--- config.mk ---
export PLATFORM = sky130hd
export DESIGN_NAME = sacw_top
export DESIGN_NICKNAME = d
export VERILOG_FILES = /design/src/hdl/sacw_pkg.sv /design/src/hdl/sacw_top.sv
export SDC_FILE = /design/constraint.sdc
export NUM_CORES = 1
export LEC_CHECK = 0
export ABC_CLOCK_PERIOD_IN_PS = 2400
export BUFFER_PORTS_ARGS = -buffer_cell sky130_fd_sc_hd__buf_2
export CAP_MARGIN = 20
export CORE_MARGIN = 2
export CORE_UTILIZATION = 50
export DETAILED_ROUTE_END_ITERATION = 10
export HOLD_SLACK_MARGIN = 0.15
export PLACE_DENSITY = 0.75
export SYNTH_ARGS = -nofsm -noshare
export SYNTH_HDL_FRONTEND = slang
export SYNTH_SLANG_ARGS = --single-unit
--- constraint.sdc ---
create_clock -name pclk -period 2.4 [get_ports pclk]
set_input_delay 0.24 -clock pclk [delete_from_list [all_inputs] [get_ports pclk]]
set_output_delay 0.24 -clock pclk [all_outputs]
set_load 0.02 [all_outputs]
--- src/hdl/sacw_pkg.sv ---
// Purpose: shared constants for the sar converter control block
// Assumes: apb with 32-bit data, one register per aligned word
// Notes:   register indices times four give the byte address
package sacw_pkg;
    localparam int          APB_AW          = 12;
    // register indices
    localparam logic [7:0]  IDX_PAIR_CFG    = 8'hBA;
    localparam logic [7:0]  IDX_CONFIG      = 8'hBC;
    localparam logic [7:0]  IDX_RES_LOW     = 8'hBE;
    localparam logic [7:0]  IDX_RES_HIGH    = 8'hBF;
    localparam logic [7:0]  IDX_UP_LOW      = 8'hC4;
    localparam logic [7:0]  IDX_UP_HIGH     = 8'hC5;
    localparam logic [7:0]  IDX_LO_LOW      = 8'hC6;
    localparam logic [7:0]  IDX_LO_HIGH     = 8'hC7;
    localparam logic [7:0]  IDX_CONTROL     = 8'hE8;
    // reset values
    localparam logic [7:0]  RST_CONFIG      = 8'hF8;
    localparam logic [7:0]  RST_CONTROL     = 8'h00;
    localparam logic [7:0]  RST_RESULT      = 8'h00;
    localparam logic [7:0]  RST_UP          = 8'hFF;
    localparam logic [7:0]  RST_LO          = 8'h00;
    // config fields
    localparam int          CFG_DIV_LSB     = 3;
    localparam int          CFG_GAIN_LSB    = 0;
    // control fields
    localparam int          CTL_ENABLE      = 7;
    localparam int          CTL_TRACK       = 6;
    localparam int          CTL_DONE        = 5;
    localparam int          CTL_BUSY        = 4;
    localparam int          CTL_MODE_LSB    = 2;
    localparam int          CTL_WIN         = 1;
    localparam int          CTL_JUST        = 0;
    // start modes
    localparam logic [1:0]  MODE_SOFT       = 2'h0;
    localparam logic [1:0]  MODE_TMR3       = 2'h1;
    localparam logic [1:0]  MODE_EXT        = 2'h2;
    localparam logic [1:0]  MODE_TMR2       = 2'h3;
    // timing in sar clocks
    localparam logic [4:0]  TRACK_SAR_CLKS  = 5'h03;
    localparam logic [4:0]  CONV_SAR_CLKS   = 5'h10;
    typedef enum logic [1:0] {SACW_IDLE, SACW_TRACK, SACW_CONV} sacw_state_t;
endpackage

--- src/hdl/sacw_top.sv ---
// Purpose: control logic of a 10-bit sar converter with window detector
// Assumes: triggers and sar_code come from pclk logic; the pin is async
// Notes:   registers answer with no wait states
`timescale 1ns/1ps
// Summary of operation
// - nonzero divider: sar clock is system clock over two times divider plus two
// - divider zero: sar clock runs at full system clock
// - gain field maps 000..011 to 1,2,4,8; 10x to 16; 11x to 0.5
// - enable clear holds converter shut down; set accepts starts
// - track bit clear: track always except during conversion
// - done flag set when busy falls; only software clears it
// - busy reads 1 during a conversion, else 0
// - writing 1 to busy starts only in soft mode; 0 does nothing
// - start mode picks soft, timer 3, external rising edge, timer 2
// - track bit set, modes 00 01 11: track three sar clocks then convert
// - track bit set, mode 10: track while pin low, convert on rise
// - window flag set on a matching result, held until software clears
// - right justify: result in low ten bits, sign or zero above
// - left justify: eight msbs high, two lsbs top of low byte
// - code scales 2^10 single ended, 2^9 two's complement differential
// - each new result compared with upper and lower 16-bit limit words
// - window detector flags inside or outside depending on limit order
// - conversion lasts at least sixteen sar clocks until busy falls
// - differential results are two's complement, single ended unsigned
module sacw_top
    import sacw_pkg::*;
(
    input  wire logic               pclk,
    input  wire logic               presetn,
    input  wire logic               psel,
    input  wire logic               penable,
    input  wire logic               pwrite,
    input  wire logic [APB_AW-1:0]  paddr,
    input  wire logic [31:0]        pwdata,
    input  wire logic [3:0]         pstrb,
    output logic [31:0]             prdata,
    output logic                    pready,
    output logic                    pslverr,
    input  wire logic               timer3_overflow,
    input  wire logic               timer2_overflow,
    input  wire logic               external_convert_start,
    input  wire logic               channel_is_diff,
    input  wire logic [9:0]         sar_code,
    output logic                    converter_powered,
    output logic                    track_active,
    output logic                    convert_active,
    output logic                    sar_clock_tick,
    output logic [5:0]              gain_times_two
);
    logic [7:0]  converter_config_reg;
    logic [7:0]  converter_control_reg;
    logic [7:0]  result_low_byte_reg;
    logic [7:0]  result_high_byte_reg;
    logic [7:0]  window_upper_limit_low_reg;
    logic [7:0]  window_upper_limit_high_reg;
    logic [7:0]  window_lower_limit_low_reg;
    logic [7:0]  window_lower_limit_high_reg;
    logic [3:0]  input_pair_config_reg;
    logic [31:0] prdata_reg;
    sacw_state_t state_reg;
    logic [5:0]  div_cnt_reg;
    logic [4:0]  sar_cnt_reg;
    logic        ext_meta_reg;
    logic        ext_sync_reg;
    logic        ext_prev_reg;
    logic [4:0]  sar_clock_divider;
    logic [2:0]  amplifier_gain_select;
    logic        converter_enable;
    logic        track_mode_select;
    logic        conversion_done_flag;
    logic        conversion_busy;
    logic [1:0]  start_mode_select;
    logic        window_match_flag;
    logic        justify_select;
    logic [5:0]  div_last;
    logic        ext_rise;
    logic        wr_en;
    logic        rd_en;
    logic [7:0]  reg_idx;
    logic        addr_hit;
    logic        ctl_wr;
    logic        soft_start;
    logic        trigger;
    logic        start_now;
    logic        conv_end;
    logic [15:0] result_word;
    logic [15:0] upper_word;
    logic [15:0] lower_word;
    logic        window_hit;

    // gain as a multiple of one half, so 0.5 stays an integer
    function automatic logic [5:0] gain_decode(input logic [2:0] g);
        case (g[2:1])
            2'h0:    gain_decode = g[0] ? 6'h04 : 6'h02;
            2'h1:    gain_decode = g[0] ? 6'h10 : 6'h08;
            2'h2:    gain_decode = 6'h20;
            default: gain_decode = 6'h01;
        endcase
    endfunction

    // signed view when differential, so one comparator serves both formats
    function automatic logic signed [16:0] as_num(input logic [15:0] w,
                                                  input logic        sgn);
        as_num = $signed({sgn & w[15], w});
    endfunction

    assign sar_clock_divider     = converter_config_reg[CFG_DIV_LSB +: 5];
    assign amplifier_gain_select = converter_config_reg[CFG_GAIN_LSB +: 3];
    assign converter_enable      = converter_control_reg[CTL_ENABLE];
    assign track_mode_select     = converter_control_reg[CTL_TRACK];
    assign conversion_done_flag  = converter_control_reg[CTL_DONE];
    assign start_mode_select     = converter_control_reg[CTL_MODE_LSB +: 2];
    assign window_match_flag     = converter_control_reg[CTL_WIN];
    assign justify_select        = converter_control_reg[CTL_JUST];
    assign conversion_busy       = (state_reg != SACW_IDLE);

    assign gain_times_two = gain_decode(amplifier_gain_select);

    // apb decode
    assign reg_idx  = paddr[9:2];
    assign wr_en    = psel & penable & pwrite;
    assign rd_en    = psel & ~penable & ~pwrite;
    assign pready   = 1'b1;
    assign prdata   = prdata_reg;
    always_comb
    begin
        case (reg_idx)
            IDX_PAIR_CFG, IDX_CONFIG, IDX_RES_LOW, IDX_RES_HIGH,
            IDX_UP_LOW, IDX_UP_HIGH, IDX_LO_LOW, IDX_LO_HIGH,
            IDX_CONTROL: addr_hit = (paddr[APB_AW-1:10] == '0) & (paddr[1:0] == 2'h0);
            default:     addr_hit = 1'b0;
        endcase
    end
    assign pslverr = psel & penable & ~addr_hit;
    assign ctl_wr  = wr_en & addr_hit & pstrb[0] & (reg_idx == IDX_CONTROL);

    always_ff @(posedge pclk or negedge presetn)
    begin
        if (!presetn)
            prdata_reg <= 32'h0000_0000;
        else if (rd_en)
        begin
            case (reg_idx)
                IDX_PAIR_CFG: prdata_reg <= {28'h0, input_pair_config_reg};
                IDX_CONFIG:   prdata_reg <= {24'h0, converter_config_reg};
                IDX_RES_LOW:  prdata_reg <= {24'h0, result_low_byte_reg};
                IDX_RES_HIGH: prdata_reg <= {24'h0, result_high_byte_reg};
                IDX_UP_LOW:   prdata_reg <= {24'h0, window_upper_limit_low_reg};
                IDX_UP_HIGH:  prdata_reg <= {24'h0, window_upper_limit_high_reg};
                IDX_LO_LOW:   prdata_reg <= {24'h0, window_lower_limit_low_reg};
                IDX_LO_HIGH:  prdata_reg <= {24'h0, window_lower_limit_high_reg};
                IDX_CONTROL:  prdata_reg <= {24'h0, converter_control_reg[7:5],
                                            conversion_busy, converter_control_reg[3:0]};
                default:      prdata_reg <= 32'h0000_0000;
            endcase
        end
    end

    // plain read/write registers
    always_ff @(posedge pclk or negedge presetn)
    begin
        if (!presetn)
        begin
            converter_config_reg        <= RST_CONFIG;
            window_upper_limit_low_reg  <= RST_UP;
            window_upper_limit_high_reg <= RST_UP;
            window_lower_limit_low_reg  <= RST_LO;
            window_lower_limit_high_reg <= RST_LO;
            input_pair_config_reg       <= 4'h0;
        end
        else if (wr_en && addr_hit && pstrb[0])
        begin
            case (reg_idx)
                IDX_CONFIG:   converter_config_reg        <= pwdata[7:0];
                IDX_UP_LOW:   window_upper_limit_low_reg  <= pwdata[7:0];
                IDX_UP_HIGH:  window_upper_limit_high_reg <= pwdata[7:0];
                IDX_LO_LOW:   window_lower_limit_low_reg  <= pwdata[7:0];
                IDX_LO_HIGH:  window_lower_limit_high_reg <= pwdata[7:0];
                IDX_PAIR_CFG: input_pair_config_reg       <= pwdata[3:0];
                default:      ;
            endcase
        end
    end

    // the pin is asynchronous; the first stage is never looked at
    always_ff @(posedge pclk or negedge presetn)
    begin
        if (!presetn)
        begin
            ext_meta_reg <= 1'b0;
            ext_sync_reg <= 1'b0;
            ext_prev_reg <= 1'b0;
        end
        else
        begin
            ext_meta_reg <= external_convert_start;
            ext_sync_reg <= ext_meta_reg;
            ext_prev_reg <= ext_sync_reg;
        end
    end
    assign ext_rise = ext_sync_reg & ~ext_prev_reg;

    // sar clock divider, restarted at each start so periods are whole
    // last count is period minus one, so divider 31 (period 64) still fits six bits
    assign div_last = (sar_clock_divider == 5'h00) ? 6'h00
                    : {sar_clock_divider, 1'b0} + 6'h01;
    // at or beyond the last count, so a smaller divider written mid-count ticks at once
    assign sar_clock_tick = converter_enable & (div_cnt_reg >= div_last);
    always_ff @(posedge pclk or negedge presetn)
    begin
        if (!presetn)
            div_cnt_reg <= 6'h00;
        else if (!converter_enable || start_now || sar_clock_tick)
            div_cnt_reg <= 6'h00;
        else
            div_cnt_reg <= div_cnt_reg + 6'h01;
    end

    // trigger selection
    assign soft_start = ctl_wr & pwdata[CTL_BUSY] & (start_mode_select == MODE_SOFT);
    always_comb
    begin
        case (start_mode_select)
            MODE_SOFT: trigger = soft_start;
            MODE_TMR3: trigger = timer3_overflow;
            MODE_EXT:  trigger = ext_rise;
            MODE_TMR2: trigger = timer2_overflow;
            default:   trigger = 1'b0;
        endcase
    end
    // busy or disabled converters drop triggers
    assign start_now = trigger & converter_enable & (state_reg == SACW_IDLE);
    assign conv_end  = (state_reg == SACW_CONV) & sar_clock_tick
                     & (sar_cnt_reg == CONV_SAR_CLKS - 5'h01);

    always_ff @(posedge pclk or negedge presetn)
    begin
        if (!presetn)
        begin
            state_reg   <= SACW_IDLE;
            sar_cnt_reg <= 5'h00;
        end
        else if (!converter_enable)
        begin
            state_reg   <= SACW_IDLE;
            sar_cnt_reg <= 5'h00;
        end
        else
        begin
            case (state_reg)
                SACW_IDLE:
                begin
                    sar_cnt_reg <= 5'h00;
                    if (start_now)
                        state_reg <= (track_mode_select && start_mode_select != MODE_EXT)
                                   ? SACW_TRACK : SACW_CONV;
                end
                SACW_TRACK:
                begin
                    if (sar_clock_tick && sar_cnt_reg == TRACK_SAR_CLKS - 5'h01)
                    begin
                        state_reg   <= SACW_CONV;
                        sar_cnt_reg <= 5'h00;
                    end
                    else if (sar_clock_tick)
                        sar_cnt_reg <= sar_cnt_reg + 5'h01;
                end
                SACW_CONV:
                begin
                    if (conv_end)
                    begin
                        state_reg   <= SACW_IDLE;
                        sar_cnt_reg <= 5'h00;
                    end
                    else if (sar_clock_tick)
                        sar_cnt_reg <= sar_cnt_reg + 5'h01;
                end
                default:
                begin
                    state_reg   <= SACW_IDLE;
                    sar_cnt_reg <= 5'h00;
                end
            endcase
        end
    end

    // analog side controls
    assign converter_powered = converter_enable;
    // the state leaves conv one cycle after enable clears; the output drops at once
    assign convert_active    = (state_reg == SACW_CONV) & converter_enable;
    always_comb
    begin
        if (!converter_enable)
            track_active = 1'b0;
        else if (!track_mode_select)
            track_active = (state_reg != SACW_CONV);
        else if (start_mode_select == MODE_EXT)
            track_active = (state_reg == SACW_IDLE) & ~ext_sync_reg;
        else
            track_active = (state_reg == SACW_TRACK);
    end

    // result formatting; sar_code is two's complement on a differential pair
    always_comb
    begin
        if (justify_select)
            result_word = {sar_code, 6'h00};
        else
            result_word = {{6{channel_is_diff & sar_code[9]}}, sar_code};
    end
    assign upper_word = {window_upper_limit_high_reg, window_upper_limit_low_reg};
    assign lower_word = {window_lower_limit_high_reg, window_lower_limit_low_reg};
    always_comb
    begin
        if (as_num(lower_word, channel_is_diff) > as_num(upper_word, channel_is_diff))
            window_hit = (as_num(result_word, channel_is_diff) >
                          as_num(upper_word, channel_is_diff)) &&
                         (as_num(result_word, channel_is_diff) <
                          as_num(lower_word, channel_is_diff));
        else
            window_hit = (as_num(result_word, channel_is_diff) >
                          as_num(upper_word, channel_is_diff)) ||
                         (as_num(result_word, channel_is_diff) <
                          as_num(lower_word, channel_is_diff));
    end

    // result bytes load as busy falls; software writes are taken otherwise
    always_ff @(posedge pclk or negedge presetn)
    begin
        if (!presetn)
        begin
            result_low_byte_reg  <= RST_RESULT;
            result_high_byte_reg <= RST_RESULT;
        end
        else if (conv_end)
        begin
            result_low_byte_reg  <= result_word[7:0];
            result_high_byte_reg <= result_word[15:8];
        end
        else if (wr_en && addr_hit && pstrb[0] && reg_idx == IDX_RES_LOW)
            result_low_byte_reg  <= pwdata[7:0];
        else if (wr_en && addr_hit && pstrb[0] && reg_idx == IDX_RES_HIGH)
            result_high_byte_reg <= pwdata[7:0];
    end

    // control register; hardware sets win over a clearing write
    always_ff @(posedge pclk or negedge presetn)
    begin
        if (!presetn)
            converter_control_reg <= RST_CONTROL;
        else
        begin
            if (ctl_wr)
            begin
                converter_control_reg[7:6] <= pwdata[7:6];
                converter_control_reg[3:2] <= pwdata[3:2];
                converter_control_reg[0]   <= pwdata[0];
            end
            converter_control_reg[CTL_BUSY] <= 1'b0;
            if (conv_end)
                converter_control_reg[CTL_DONE] <= 1'b1;
            else if (ctl_wr)
                converter_control_reg[CTL_DONE] <= pwdata[CTL_DONE];
            if (conv_end && window_hit)
                converter_control_reg[CTL_WIN] <= 1'b1;
            else if (ctl_wr)
                converter_control_reg[CTL_WIN] <= pwdata[CTL_WIN];
        end
    end

    // checks
    logic [9:0] conv_cyc_reg;
    always_ff @(posedge pclk or negedge presetn)
    begin
        if (!presetn)
            conv_cyc_reg <= 10'h000;
        else if (state_reg != SACW_CONV)
            conv_cyc_reg <= 10'h000;
        else if (conv_cyc_reg != 10'h3FF)
            conv_cyc_reg <= conv_cyc_reg + 10'h001;
    end

    a_div_full_rate: assert property (@(posedge pclk) disable iff (!presetn)
        (converter_enable && sar_clock_divider == 5'h00) |-> sar_clock_tick)
        else $error("divider zero did not run at full rate");
    a_div_spacing: assert property (@(posedge pclk) disable iff (!presetn)
        (sar_clock_tick && sar_clock_divider == 5'h01 && !start_now)
        ##1 (sar_clock_divider == 5'h01 && !start_now && converter_enable)[*4]
        |-> sar_clock_tick)
        else $error("sar clock period wrong for divider one");
    a_busy_sets_done: assert property (@(posedge pclk) disable iff (!presetn)
        ($fell(conversion_busy) && converter_enable) |-> conversion_done_flag)
        else $error("busy fell without done flag");
    a_done_sticky: assert property (@(posedge pclk) disable iff (!presetn)
        (conversion_done_flag && !ctl_wr) |=> conversion_done_flag)
        else $error("done flag cleared by hardware");
    a_soft_start: assert property (@(posedge pclk) disable iff (!presetn)
        (soft_start && converter_enable && !conversion_busy) |=> conversion_busy)
        else $error("soft start ignored");
    a_disabled_off: assert property (@(posedge pclk) disable iff (!presetn)
        !converter_enable |-> (!track_active && !convert_active))
        else $error("disabled converter active");
    a_track_three: assert property (@(posedge pclk) disable iff (!presetn)
        (state_reg == SACW_CONV && $past(state_reg) == SACW_TRACK)
        |-> $past(sar_cnt_reg) == 5'h02)
        else $error("track phase not three sar clocks");
    a_conv_length: assert property (@(posedge pclk) disable iff (!presetn)
        conv_end |-> conv_cyc_reg >= 10'h00F)
        else $error("conversion too short");
    a_left_low_zero: assert property (@(posedge pclk) disable iff (!presetn)
        (conv_end && justify_select) |=> result_low_byte_reg[5:0] == 6'h00)
        else $error("left justified low bits not zero");
    a_right_unsigned: assert property (@(posedge pclk) disable iff (!presetn)
        (conv_end && !justify_select && !channel_is_diff)
        |=> result_high_byte_reg[7:2] == 6'h00)
        else $error("single ended high bits not zero");
    a_window_flag: assert property (@(posedge pclk) disable iff (!presetn)
        (conv_end && window_hit) |=> window_match_flag)
        else $error("window match not flagged");
    a_busy_ignore: assert property (@(posedge pclk) disable iff (!presetn)
        (state_reg == SACW_CONV && !conv_end && converter_enable)
        |=> state_reg == SACW_CONV)
        else $error("conversion restarted or aborted");

    c_soft_conv: cover property (@(posedge pclk) disable iff (!presetn)
        soft_start ##[1:600] conv_end);
    c_ext_conv: cover property (@(posedge pclk) disable iff (!presetn)
        (start_mode_select == MODE_EXT && start_now) ##[1:600] conv_end);
    c_window: cover property (@(posedge pclk) disable iff (!presetn)
        conv_end && window_hit);
    c_track_mode: cover property (@(posedge pclk) disable iff (!presetn)
        state_reg == SACW_TRACK ##[1:300] state_reg == SACW_CONV);
endmodule

* Word level (Yosys, flattened, before mapping)
Cells that the tools add are included.
** Storage, ports and cells
- Input bits :: 67
- Word-level logic and storage cells :: 142
- Output and inout port bits :: 44
- Flip-flop bits (word level) :: 115
** Cells by class
- Reductions and logical operators :: 32
- $add $sub $neg :: 3
- Bitwise logic cells :: 28
- Equality and inequality tests :: 24
- Order comparisons :: 4
- Muxes and demuxes :: 33
** Operators with widths (number)
- $eq 8x8->1 const B :: 9
- $pmux 8 s9 :: 1
- $mux 8 :: 5
- $gt 17x17->1 :: 2
- $mux 5 :: 5
- $and 1x1->1 :: 23
- $pmux 6 s3 :: 1
- $lt 17x17->1 :: 1
- $mux 16 :: 1
- $reduce_and 2->1 :: 7
- $add 6x1->6 const B :: 2
- $mux 6 :: 2
- $logic_not 2->1 :: 5
- $mux 2 :: 5
- $pmux 5 s2 :: 1
- $reduce_bool 2->1 :: 5
- $mux 1 :: 9
- $ne 3x3->1 const B :: 3
- $reduce_or 9->1 :: 1
- $eq 2x2->1 const B :: 4
- $logic_and 1x1->1 :: 8
- $eq 2x1->1 const B :: 3
- $ge 6x6->1 :: 1
- $ne 2x2->1 const B :: 3
- other kinds (11) :: 17

* Longest topological paths before layout
- Depth in word-level cells :: 14
- Mapped depth :: 11

* Least setup slack after synthesis
OpenSTA, ideal clock, no wires.
- Kind :: register to register
- Start point :: register converter_control_reg[0]
- End point :: register converter_control_reg[1]
- Arrival :: 2452 ps
- Slack :: -128 ps
- Library setup time :: 76 ps
- Required time :: 2324 ps
- Stages on the path, launching flop included :: 11
- Buffers on the path :: 2
- Path through :: dfrtp_1 buf_4 clkbuf_1 a21o_1 ha_1 o2111ai_1 a31o_2 o21ai_0 mux2_2 maj3_1 o21ai_1
** Between the ends
- Longest elaborated chain between the ends :: 7
- Elaborated cells on any way between the ends :: 10
** RTL lines
- from (decl) :: RTL line sacw_top.sv:51 : logic [7:0] converter_control_reg;
- from (signal assigned) :: RTL line sacw_top.sv:357 : converter_control_reg[0] <= pwdata[0];
- from (signal, indexed assignment) :: RTL line sacw_top.sv:363 : converter_control_reg[CTL_DONE] <= pwdata[CTL_DONE];
- from (signal, indexed assignment) :: RTL line sacw_top.sv:367 : converter_control_reg[CTL_WIN] <= pwdata[CTL_WIN];
- $mux 16 (*) :: RTL line sacw_top.sv:306 : if (justify_select)
- $and 1x1->1 :: RTL line sacw_top.sv:104 : as_num = $signed({sgn & w[15], w});
- $gt 17x17->1 / $lt 17x17->1 (equally long branches)
- $logic_or 1x1->1 / $logic_and 1x1->1 (equally long branches) :: RTL line sacw_top.sv:322, sacw_top.sv:317
- $mux 1 (*) :: RTL line sacw_top.sv:315 : if (as_num(lower_word, channel_is_diff) > as_num(upper_word, channel_is_diff))
- $logic_and 1x1->1 (*) :: RTL line sacw_top.sv:364 : if (conv_end && window_hit)
- $mux 1 / $reduce_bool 2->1 (equally long branches)
Mark *: on every way between the ends. The rest lies on a longest branch, timed or not.
A chain may end at the register's enable or synchronous reset.

* Worst setup path in the final report
Same ends and word-level chain as after synthesis.

==> flow_metrics.tcl <==
set metrics [dict create \
    status "finished with violations" \
    violations "setup timing" \
    cp_max_fo 6 \
    cts_tree "built" \
    grt_usage_pct 28.22 \
    skew_ps 8.493 \
    arrival_ps 2960 \
    design.die.area_um2 13450 \
    start_util_pct 51.75 \
    numPortBuffers 58 \
    pre_cts_ws_ps -360.5 \
    worst_setup_path_start_kind "flip-flop" \
    std_cell_rows 40 \
    synth_cell_type_count 69 \
    ys.warnings.count 0 \
    critical_path_class "reg2reg" \
    drive_above_1_share_pct 42.08 \
    final_max_slew_viol_count 0 \
    die_h_um 116.0 \
    drtIter0Drc 442 \
    gp_congestion 0.9995 \
    clockBufferDepth 2 \
    antenna_found_initial 0 \
    grt_max_degree 60 \
    timing.rr.start "converter_control_reg[0]" \
    holdCritStartpoint "pwdata[6]" \
    synthTopCellsByCount "dfrtp_1, ha_1, inv_1" \
    p_per_area_nw_per_um2 432.5 \
    synth.top_cell.area_share_pct 27.95 \
    synth-edff-count 0 \
    syn_inst 620 \
    rsz0062_at_grt "yes" \
    hold_viol 0 \
    root_buffer "clkbuf_16" \
    setup_slack_ps -268.9 \
    tns_ps -1356 \
    syn_area_um2 6267 \
    clkSinkCount 91 \
    routedWlPerCell_um 20.25 \
    clk_latency_ps 350 \
    cp-end-kind "flip-flop" \
    grt_pass1_wl_mm 28.66 \
    fmax_ghz 0.3747 \
    synth_top_area_cell "dfrtp_1" \
    io_pins 111 \
    timing.final.crit_period_ps 2669 \
    clkSlewWorstSetupHoldPaths_ps 70 \
    vias_per_cell 5.854 \
    ys_ff_latch 91 \
    crit_start "converter_control_reg[0]" \
    routed_wl_mm 18.61 \
    grt.overflow.total 0 \
    cts_inserted_buffers 9 \
    areaGrowthSynthToFinish_pct 29.65 \
    ir_drop_mv 0.3278 \
    hold_ws_ps 224.8 \
    num_vias 5380 \
    synth.area.top_cells "dfrtp_1, ha_1, dfstp_2" \
    drtAntennaViolNets 0 \
    drt_first_pass_iters 6 \
    htree_levels 3 \
    drc 0 \
    async_reset_ff_share_pct 100.0 \
    yosysSeqAreaShare_pct 36.75 \
    die_x_um 116.0 \
    hold_class "in2reg" \
    required_ps 2690 \
    cap_viol_max_count 0 \
    min_period_over_period_pct 111.2 \
    num_antenna_cells 0 \
    p_leak_nw 3.878 \
    finalSetupViolations 22 \
    dpl.hpwl_mm 13.05 \
    final_nets 875 \
    nFillCells 895 \
    synthMostInstantiatedCell "dfrtp_1" \
    first_global_vias 5455 \
    synth_ff_type "dfrtp_1" \
    syn_area_per_cell_um2 10.11 \
    core_area_um2 12110 \
]
-- path summary, 6_finish.rpt --
kind	to	slack, ps	cells after the start
worst max-delay path	converter_control_reg[1]	-270	11
worst min-delay path	window_lower_limit_high_reg[6]	220	3
worst max register to register	converter_control_reg[1]	-270	11
worst min register to register	ext_sync_reg	350	0
max in group asynchronous	window_upper_limit_low_reg[5]	1300	3
min in group asynchronous	input_pair_config_reg[2]	390	2
-- cell usage in the layout (no fill, tap or decap), types with 4 or more instances in the layout --
master     count
mux4_2         8
buf_6         12
nor2b_1        7
a31oi_1        6
o21ai_0       16
a22o_1         5
o21ai_2       12
a21o_1        15
nand4_1        9
ha_1          51
mux2_2        43
clkbuf_16      9
ha_4          11
nand3_2        4
mux2i_1       23
mux2_4         4
buf_4         60
conb_1        25
inv_1         45
clkbuf_8       4
dfrtp_1       69
o21ai_1        4
a211oi_1       5
buf_2         56
xnor2_1        4
a21oi_1       19
nand2_4       10
nand3_1       14
and3_1         4
nor2_2         4
nand2_1       34
and2_1         5
a22oi_1        4
nor2_1        28
nor2_4         6
dfstp_2       21
-- critical path, cell delays in order (launching register included) --
cell     delay, ps
dfrtp_2        480
buf_6          160
buf_4          140
a21o_4         220
ha_1           300
and3_4         180
nand4_1        130
a31o_2         240
a31oi_1        170
o21ai_1        100
maj3_2         350
o21ai_2        130
-- timing repair --
item                                   4_1_cts  5_1_grt
gates resized for setup                     79       45
hold buffers                                 2        0
pin swaps                                   28       18
setup buffers                               12        4
gates cloned                                 4        0
setup endpoints to repair                   26       26
endpoints found under the hold margin       23        0
-- area by class of cell --
cell class / instances / area [µm²] / share of cell area [%]
repair buffers: 136 / 1028 / 12.66
flip-flops and latches: 91 / 2305 / 28.36
clock buffers: 13 / 280.3 / 3.449
multi-input cells: 460 / 4081 / 50.23
clock inverters: 3 / 27.53 / 0.3388
well taps: 168 / 210.2 / 2.587
inverters: 48 / 192.7 / 2.371
-- layer usage --
layer | part of all wire [%] | GRT usage, % | routed length, µm
met1 | 40 | 34.91 | 7469
met2 | 50 | 48.30 | 9231
met5 | 0 | 0 | 0
met3 | 5.9 | 5.387 | 1092
met4 | 4.4 | 12.14 | 820
-- report_power, final --
part	internal, mW	switching [mW]
registers	1.56	0.0152
logic	0.177	0.283
clock network	0.828	0.649
total	2.57	0.947
-- cells by family after synthesis --
logic type	share of synthesized area (%)
compound gates	12.76
xor+xnor	1.118
fa+ha+maj	12.54
buf+inv	7.307
flops	36.75
mux	14.99
other cells	0.1198
simple gates	14.41
-- stage by stage --
step                      utilization, %  total power, mW  instance area [µm²]  std cells
after floorplan                        -            1.860                 6444        643
after global placement             58.97            2.013                 7142        885
after detailed placement           58.97            2.028                 7142        885
after CTS                          65.84            3.497                 7974        919
after global routing               67.09            3.642                 8125        919
final                              67.09            3.514                 8125        919
No activity file was read; power rests on OpenSTA's default activity.
